File: config.mk
export PLATFORM = sky130hd
export DESIGN_NAME = cdio_core
export DESIGN_NICKNAME = d
export VERILOG_FILES = /design/src/cdio_pkg.sv /design/src/cdio_exec_if.sv /design/src/cdio_core.sv /design/src/cdio_decoder.sv
export VERILOG_INCLUDE_DIRS = /design/src
export SDC_FILE = /design/constraint.sdc
export NUM_CORES = 2
export LEC_CHECK = 0
export BUFFER_PORTS_ARGS = -buffer_cell sky130_fd_sc_hd__buf_2
export CORE_MARGIN = 10
export CORE_UTILIZATION = 65
export CTS_BUF_LIST = sky130_fd_sc_hd__clkbuf_2
export DETAILED_ROUTE_END_ITERATION = 6
export PLACE_DENSITY = 0.82
export SYNTH_ARGS = -nofsm -noshare
export SYNTH_HDL_FRONTEND = slang
export SYNTH_HIERARCHICAL = 1
export SYNTH_SLANG_ARGS = --single-unit
export TNS_END_PERCENT = 30
File: constraint.sdc
create_clock -name ref_clk -period 21.2 [get_ports ref_clk]
set_input_delay 2.12 -clock ref_clk [delete_from_list [all_inputs] [get_ports ref_clk]]
set_output_delay 2.12 -clock ref_clk [all_outputs]
set_load 0.01 [all_outputs]
File: src/cdio_defines.svh
// Offsets, field positions, reset values and timing for the clear/decrement/invert unit.
// Assumes a 32-bit Avalon-MM slave with byte addresses and one word for each register.
// Contract
// (RULE_01) Clear-accumulator opcode zeroes accumulator and sets zero flag in one cycle.
// (RULE_02) Watchdog-kick opcode clears counter and prescaler, sets expiry and sleep flags.
// (RULE_03) Decrement opcode subtracts one from file register, updates zero, d selects target.
// (RULE_04) Invert opcode complements file register, updates zero, d selects target.
`ifndef CDIO_DEFINES_SVH
`define CDIO_DEFINES_SVH

`define CDIO_ADDR_W        10
`define CDIO_OFS_INSTR     10'h000
`define CDIO_OFS_ACCUM     10'h004
`define CDIO_OFS_STATUS    10'h008
`define CDIO_OFS_WDOG      10'h00c
`define CDIO_OFS_FILE      10'h200
`define CDIO_FILE_DEPTH    128

`define CDIO_ST_ZERO       0
`define CDIO_ST_EXPIRY     1
`define CDIO_ST_SLEEP      2
`define CDIO_ST_BADOP      3

`define CDIO_ACCUM_RST     8'h00
`define CDIO_STATUS_RST    4'h6
`define CDIO_PRE_MAX       8'hff

`define CDIO_OP_KICK       14'h0064
`define CDIO_OP7_CLRACC    7'h02
`define CDIO_OP6_DECR      6'h03
`define CDIO_OP6_INVERT    6'h09
`define CDIO_DEST_BIT      7

`endif

File: src/cdio_pkg.sv
// Types shared by the clear/decrement/invert unit.
// Assumes cdio_defines.svh is included by its users for the constants.
`default_nettype none
package cdio_pkg;
    typedef enum logic [2:0] {
        OP_NONE, OP_CLRACC, OP_KICK, OP_DECR, OP_INVERT
    } cdio_op_type;
endpackage : cdio_pkg
`default_nettype wire

File: src/cdio_exec_if.sv
// Carrier between the register shell and the opcode decoder.
// Assumes both sides sit in the same clock domain.
`timescale 1ns/10ps
`default_nettype none
interface cdio_exec_if;
    logic [13:0]          opcode;   // Instruction word
    logic [7:0]           operand;  // Addressed file register value
    cdio_pkg::cdio_op_type op;      // Decoded operation
    logic [7:0]           result;   // Value to write back
    logic                 toAccum;  // Result goes to accumulator
    logic                 toFile;   // Result goes to file register
    logic                 updZero;  // Zero flag takes result==0
    logic                 kick;     // Watchdog restart
    modport shell   (output opcode, operand,
                     input op, result, toAccum, toFile, updZero, kick);
    modport decoder (input opcode, operand,
                     output op, result, toAccum, toFile, updZero, kick);
endinterface : cdio_exec_if
`default_nettype wire

File: src/cdio_core.sv
// Register shell: Avalon-MM slave, accumulator, status, watchdog and file registers.
// Assumes a single 125 MHz clock; one waitrequest cycle per access.
//
// The placing of the registers and the Avalon-MM register port were decided locally.
`timescale 1ns/10ps
`include "cdio_defines.svh"
`default_nettype none
module cdio_core (
    input  wire logic                    ref_clk,       // 125 MHz clock
    input  wire logic                    sys_rst,       // Async reset, high
    input  wire logic [`CDIO_ADDR_W-1:0] avs_address,   // Byte address
    input  wire logic                    avs_read,      // Read request
    input  wire logic                    avs_write,     // Write request
    input  wire logic [31:0]             avs_writedata, // Write data
    input  wire logic [3:0]              avs_byteenable,// Byte lanes
    output logic [31:0]                  avs_readdata,  // Read data
    output logic                         avs_waitrequest,// Stall
    output logic [7:0]                   accum,         // Accumulator
    output logic                         expiry_flag,   // Watchdog expiry flag
    output logic                         sleep_flag     // Sleep flag
);
    ////////////////////////////////////////////////////////////////////////////
    logic [7:0]  fileMem [`CDIO_FILE_DEPTH];
    logic        ack;
    logic [3:0]  status;
    logic [7:0]  watchdog_counter;
    logic [7:0]  prescale;
    logic        acc;
    logic        wrInstr;
    logic        wrAccum;
    logic        wrStatus;
    logic        fileHit;
    logic [6:0]  fileIdx;
    logic [6:0]  opIdx;
    logic [31:0] next_readdata;
    cdio_exec_if ex ();

    cdio_decoder u_decoder (
        .ex (ex.decoder)
    );

    function automatic logic hit(input logic [`CDIO_ADDR_W-1:0] a,
                                 input logic [`CDIO_ADDR_W-1:0] ofs);
        hit = (a == ofs);
    endfunction : hit

    ////////////////////////////////////////////////////////////////////////////
    // Bus handshake: every access waits exactly one cycle, then completes.
    assign acc             = avs_read | avs_write;
    assign avs_waitrequest = acc & ~ack;
    assign wrInstr  = avs_write & ack & hit(avs_address, `CDIO_OFS_INSTR)
                      & avs_byteenable[0] & avs_byteenable[1];
    assign wrAccum  = avs_write & ack & hit(avs_address, `CDIO_OFS_ACCUM)
                      & avs_byteenable[0];
    assign wrStatus = avs_write & ack & hit(avs_address, `CDIO_OFS_STATUS)
                      & avs_byteenable[0];
    assign fileHit  = (avs_address[9] == 1'b1);
    assign fileIdx  = avs_address[8:2];
    assign opIdx    = avs_writedata[6:0];

    always_ff @(posedge ref_clk or posedge sys_rst) begin
        if (sys_rst) begin
            ack <= 1'b0;
        end else begin
            ack <= acc & ~ack;
        end
    end

    ////////////////////////////////////////////////////////////////////////////
    // Execution happens at the edge that completes the instruction write.
    assign ex.opcode  = avs_writedata[13:0];
    assign ex.operand = fileMem[opIdx];

    always_ff @(posedge ref_clk or posedge sys_rst) begin
        if (sys_rst) begin
            accum <= `CDIO_ACCUM_RST;
        end else if (wrInstr && ex.toAccum) begin
            accum <= ex.result; // RULE_01 RULE_03 RULE_04
        end else if (wrAccum) begin
            accum <= avs_writedata[7:0];
        end
    end

    // File memory has no reset; contents undefined until written.
    always_ff @(posedge ref_clk) begin
        if (wrInstr && ex.toFile) begin
            fileMem[opIdx] <= ex.result; // RULE_03 RULE_04
        end else if (avs_write && ack && fileHit && avs_byteenable[0]) begin
            fileMem[fileIdx] <= avs_writedata[7:0];
        end
    end

    ////////////////////////////////////////////////////////////////////////////
    // Status: bus writes and opcode effects never meet in one cycle.
    always_ff @(posedge ref_clk or posedge sys_rst) begin
        if (sys_rst) begin
            status <= `CDIO_STATUS_RST;
        end else if (wrStatus) begin
            status <= avs_writedata[3:0];
        end else if (wrInstr) begin
            if (ex.updZero) begin
                status[`CDIO_ST_ZERO] <= (ex.result == 8'h00); // RULE_01 RULE_03 RULE_04
            end
            if (ex.kick) begin
                status[`CDIO_ST_EXPIRY] <= 1'b1; // RULE_02
                status[`CDIO_ST_SLEEP]  <= 1'b1; // RULE_02
            end
            if (ex.op == cdio_pkg::OP_NONE) begin
                status[`CDIO_ST_BADOP] <= 1'b1;
            end
        end
    end
    assign expiry_flag = status[`CDIO_ST_EXPIRY];
    assign sleep_flag  = status[`CDIO_ST_SLEEP];

    ////////////////////////////////////////////////////////////////////////////
    // Watchdog: prescaler wraps into the counter; counter saturates.
    always_ff @(posedge ref_clk or posedge sys_rst) begin
        if (sys_rst) begin
            prescale         <= 8'h00;
            watchdog_counter <= 8'h00;
        end else if (wrInstr && ex.kick) begin
            prescale         <= 8'h00; // RULE_02
            watchdog_counter <= 8'h00; // RULE_02
        end else begin
            prescale <= prescale + 8'h01;
            if (prescale == `CDIO_PRE_MAX && watchdog_counter != 8'hff) begin
                watchdog_counter <= watchdog_counter + 8'h01;
            end
        end
    end

    ////////////////////////////////////////////////////////////////////////////
    // Read mux; unmapped addresses read zero.
    always_comb begin
        next_readdata = 32'h0000_0000;
        if (hit(avs_address, `CDIO_OFS_ACCUM)) begin
            next_readdata = {24'h000000, accum};
        end else if (hit(avs_address, `CDIO_OFS_STATUS)) begin
            next_readdata = {28'h0000000, status};
        end else if (hit(avs_address, `CDIO_OFS_WDOG)) begin
            next_readdata = {16'h0000, prescale, watchdog_counter};
        end else if (fileHit) begin
            next_readdata = {24'h000000, fileMem[fileIdx]};
        end
    end

    always_ff @(posedge ref_clk or posedge sys_rst) begin
        if (sys_rst) begin
            avs_readdata <= 32'h0000_0000;
        end else if (avs_read && !ack) begin
            avs_readdata <= next_readdata;
        end
    end
endmodule : cdio_core
`default_nettype wire

File: src/cdio_decoder.sv
// Pure combinational decode and execute of the four opcodes.
// Assumes the shell supplies the addressed file register value on operand.
`timescale 1ns/10ps
`include "cdio_defines.svh"
`default_nettype none
module cdio_decoder (
    cdio_exec_if.decoder ex  // Opcode in, result out
);
    always_comb begin
        ex.op      = cdio_pkg::OP_NONE;
        ex.result  = 8'h00;
        ex.toAccum = 1'b0;
        ex.toFile  = 1'b0;
        ex.updZero = 1'b0;
        ex.kick    = 1'b0;
        if (ex.opcode == `CDIO_OP_KICK) begin
            ex.op   = cdio_pkg::OP_KICK;
            ex.kick = 1'b1; // RULE_02
        end else if (ex.opcode[13:7] == `CDIO_OP7_CLRACC) begin
            // Low seven bits ignored
            ex.op      = cdio_pkg::OP_CLRACC;
            ex.result  = 8'h00;
            ex.toAccum = 1'b1; // RULE_01
            ex.updZero = 1'b1; // RULE_01
        end else if (ex.opcode[13:8] == `CDIO_OP6_DECR) begin
            ex.op      = cdio_pkg::OP_DECR;
            ex.result  = ex.operand - 8'h01; // RULE_03
            ex.toAccum = ~ex.opcode[`CDIO_DEST_BIT]; // RULE_03
            ex.toFile  = ex.opcode[`CDIO_DEST_BIT]; // RULE_03
            ex.updZero = 1'b1; // RULE_03
        end else if (ex.opcode[13:8] == `CDIO_OP6_INVERT) begin
            ex.op      = cdio_pkg::OP_INVERT;
            ex.result  = ~ex.operand; // RULE_04
            ex.toAccum = ~ex.opcode[`CDIO_DEST_BIT]; // RULE_04
            ex.toFile  = ex.opcode[`CDIO_DEST_BIT]; // RULE_04
            ex.updZero = 1'b1; // RULE_04
        end
    end
endmodule : cdio_decoder
`default_nettype wire

==> out/summary.txt <==
==================================================================================================
Area of the placeable core ..........................................................   0.0772 mm²
Total number of vias ................................................................        29900
Number of buffers inserted by hold repair at cts ....................................            0
Final wirelength ....................................................................       142 mm
Clock tree buffer depth .............................................................            4
Clock transition time at the flip-flop clock pins of the worst setup and hold paths .      0.11 ns
Stage delay of the slowest cell on the critical path ................................      0.81 ns
Type of the setup path with the least slack .........................................       in2reg
Average vias per placed instance ....................................................         7.42
Post-Route Setup TNS ................................................................         0 ns
Maxcap violations ...................................................................            1
Final Max Tran Viols ................................................................            0
Internal Power ......................................................................    0.00302 W
Number of warning messages in the yosys log .........................................            6
Layout Area Growth over Synthesis ...................................................        7.04%
Register cell area after layout .....................................................   0.0319 mm²
Mean Syn Cell Area ..................................................................     19.3 µm²
Hold Vio Cnt, Final .................................................................            0
Total global routing track utilization ..............................................        32.1%
Setup bufs post-CTS .................................................................            0
CTS tree ............................................................................          yes
Kind of cell adding the most delay to the critical path ............................. buffers and inverters
First-pass GRT wire length ..........................................................       208 mm
Residual DRC count ..................................................................            0
Fraction of final layout cells with drive strength greater than 1 ...................        38.2%
Die Y ...............................................................................       299 µm
Worst min-delay path class ..........................................................      reg2reg
Number of placed instances, taps included ...........................................         3563
Fraction of the yosys area taken by sequential cells ................................        63.1%
Final cell count without fillers ....................................................         4031
Master cell of the clock root buffer ................................................ sky130_fd_sc_hd__clkbuf_2
Number of global-route vias before repair ...........................................        31100
Kind of end point of the critical path ..............................................    flip-flop
Post-Route Skew .....................................................................     0.178 ns
Routed len/inst .....................................................................      35.2 µm
Result of the run ................................................................... finished with violations
Distinct cell type count after synthesis ............................................           67
Clock power share ...................................................................        33.6%
Starting density of the core ........................................................        65.5%
Worst endpoint data arrival time ....................................................      9.22 ns
Most common cell after layout, fill and taps aside .................................. sky130_fd_sc_hd__edfxtp_1
Post-DRT Antenna Nets ...............................................................            0
Worst r2r dst ....................................................................... fileMem[57][6]
Global route overflow ...............................................................            0
Final-layout worst hold slack .......................................................     0.479 ns
Worst Path Buf+Inv ..................................................................            5
Number of buffer cells added on primary ports .......................................           56
Count of flip-flops with a built-in enable after synthesis ..........................         1024
DRT iter0 DRCs ......................................................................         4483
Final core occ ......................................................................        70.1%
Number of fillers in the final layout ...............................................         4737
Power dissipated by switching net loads .............................................    0.00109 W
Worst supply voltage drop on vdd ....................................................    0.0504 mV
Hold Path End ....................................................................... avs_readdata[11]
Least-Margin Pin Slew ...............................................................      1.49 ns
Share of flip-flops with an asynchronous set or reset ...............................        4.21%
Maximum net fanout on the critical path .............................................           88
Final setup viols ...................................................................            0
Last weighted congestion value of the routability-driven placer .....................        0.916
Total CTS buffers ...................................................................          280
TritonCTS Sinks .....................................................................         1069
Syn Std Cell Area ...................................................................   0.0505 mm²
Relative slew margins ...............................................................       0.906%
Static leakage ......................................................................      17.7 nW
Proportion of power drawn by flip-flops and latches .................................        56.7%
Full die area .......................................................................   0.0893 mm²
Predominant post-synthesis flop cell ................................................ sky130_fd_sc_hd__edfxtp_1
Hold Path Depth .....................................................................            2
Register-to-register path setup slack ...............................................     15.64 ns
Required @ worst endpoint ...........................................................     22.21 ns
Logic depth of the worst register-to-register path ..................................           12
Critical Path Slowest Stage Cell .................................................... sky130_fd_sc_hd__buf_4
Violations in the final reports ..................................................... capacitance limit
Ports ...............................................................................           93
Reg-to-reg critical path startpoint ................................................. fileMem[31][0]
Area of the multi-input gates .......................................................   0.0178 mm²
Leading cell types in the layout, fill and taps excluded ............................ 1024 x sky130_fd_sc_hd__edfxtp_1, 590 x sky130_fd_sc_hd__mux4_2, 380 x sky130_fd_sc_hd__clkbuf_2
Die X-Extent ........................................................................       299 µm
Gates resized, CTS repair ...........................................................            0
Number of antenna violations at the first check in global routing ...................            6
Largest net degree at the start of global routing ...................................          129
Switching share of total power ......................................................        26.5%
Logic gate share of total power .....................................................         9.6%
Startpoint kind of the worst setup timing path ......................................   input port
Fraction of the cycle the final worst path needs ....................................        38.7%
Sum of net half-perimeters after detailed placement .................................      89.9 mm
Clock latency reported for the late side of the worst-skew pair .....................      1.50 ns
Number of search-and-repair iterations in the first detailed-routing pass ...........            6
Clock H-tree levels .................................................................            5
Number of standard cells after synthesis ............................................         2625
RSZ-0062 raised after global routing ................................................        false
Total power density per cell area ...................................................  76.0 mW/mm²
Row count ...........................................................................          102
Clock period minus final worst setup slack ..........................................      8.21 ns
Nets@finish .........................................................................         2859
Maximum achievable frequency ........................................................      122 MHz
CP cell instances ................................................................... buf_8 -> buf_4 -> buf_4 -> mux4_2 -> mux4_2 -> mux4_2 -> mux2_2 -> inv_1 -> ha_1 -> nor3b_1 -> nand4_1 -> a22oi_1 -> nand2_1 -> nand2_4 -> buf_4
Min-delay src ....................................................................... avs_readdata[11]
Flops & latches, synth ..............................................................         1069
==================================================================================================
==> how the worst max path moves through the flow <==
stage                                 start        endpoint  slack, ns  cells past startpoint
after floorplan           avs_byteenable[0]   fileMem[0][0]      12.01                      6
after global placement     avs_writedata[0]  fileMem[56][6]      11.95                     15
after detailed placement   avs_writedata[0]  fileMem[57][6]      11.70                     15
after CTS                  avs_writedata[0]  fileMem[57][6]      13.17                     15
after global routing       avs_writedata[0]  fileMem[57][6]      12.63                     15
final                      avs_writedata[0]  fileMem[57][6]      12.99                     15
==> cell families (layout without fill, tap and decap cells) <==
logic type | Yosys count | in the layout | share of synthesized area (%)
flops | 1069 | 1069 | 63.1
mux | 658 | 658 | 27.7
simple gates | 448 | 448 | 4.05
buf+inv | 231 | 579 | 2.05
compound gates | 202 | 202 | 2.82
xor+xnor | 13 | 13 | 0.225
fa+ha+maj | 3 | 3 | 0.0743
other cells | 1 | 19 | 0.00742
==> tightest hold or removal path, stage by stage (launching register included) <==
cell,delay (ns)
sky130_fd_sc_hd__dfrtp_1,0.36
sky130_fd_sc_hd__nand2_1,0.05
sky130_fd_sc_hd__nand2_1,0.05
==> sequential cells by signal, indices dropped and copies added (netlist names) <==
name	count
accum	8
ack	1
avs_readdata	16
fileMem	1024
prescale	8
status	4
watchdog_counter	8
==> layout make-up <==
class,count,area share (%)
Inverter,12,0.0833
Tap cell,1040,2.41
Clock buffer,380,3.52
Sequential cell,1069,58.9
Clock inverter,84,0.858
Antenna cell,3,0.0139
Timing Repair Buffer,103,1.35
Multi-Input combinational cell,1340,32.8
==> power by group through the flow <==
stage | logic [W] | registers, W | clock network (W)
floorplan | 0.000250 | 0.00239 | 0
global placement | 0.000374 | 0.00238 | 0
detailed placement | 0.000384 | 0.00238 | 0
CTS | 0.000385 | 0.00233 | 0.00139
global route | 0.000408 | 0.00233 | 0.00150
finish | 0.000395 | 0.00233 | 0.00138
==> stage by stage <==
step	setup slack (ns)	cell area, µm²	total power (W)
final	12.99	54100	0.00411
after global placement	11.95	51700	0.00275
after detailed placement	11.70	51700	0.00276
after global routing	12.63	54100	0.00424
after floorplan	12.01	50600	0.00264
after CTS	13.17	54100	0.00410
==> cells in the mapped netlist (all sizes together) (8+ instances only) <==
cell type	n	area (µm²)
o21ai	23	115
nand3	36	180
mux4	590	13300
a22o	12	105
nand3b	11	82.6
mux2	21	236
nand4	13	81.3
o221ai	11	96.3
dfrtp	43	1080
nor4	9	56.3
nand2b	16	100
xor2	10	87.6
edfxtp	1024	30700
mux2i	47	470
a21oi	40	200
a221oi	14	123
nor2	186	698
clkbuf	102	383
o22ai	8	50.1
a31oi	8	50.1
nor3	12	65.1
buf	117	611
a22oi	39	293
nor2b	10	62.6
inv	12	45.0
nand2	122	458
==> metal layers <==
metal / wire [µm] / global-route usage (%)
met4: 8250 / 17.3
met2: 68900 / 50.3
met1: 44900 / 39.1
met5: 16 / 0
met3: 19700 / 11.4
(Power assumes the default switching activity.)
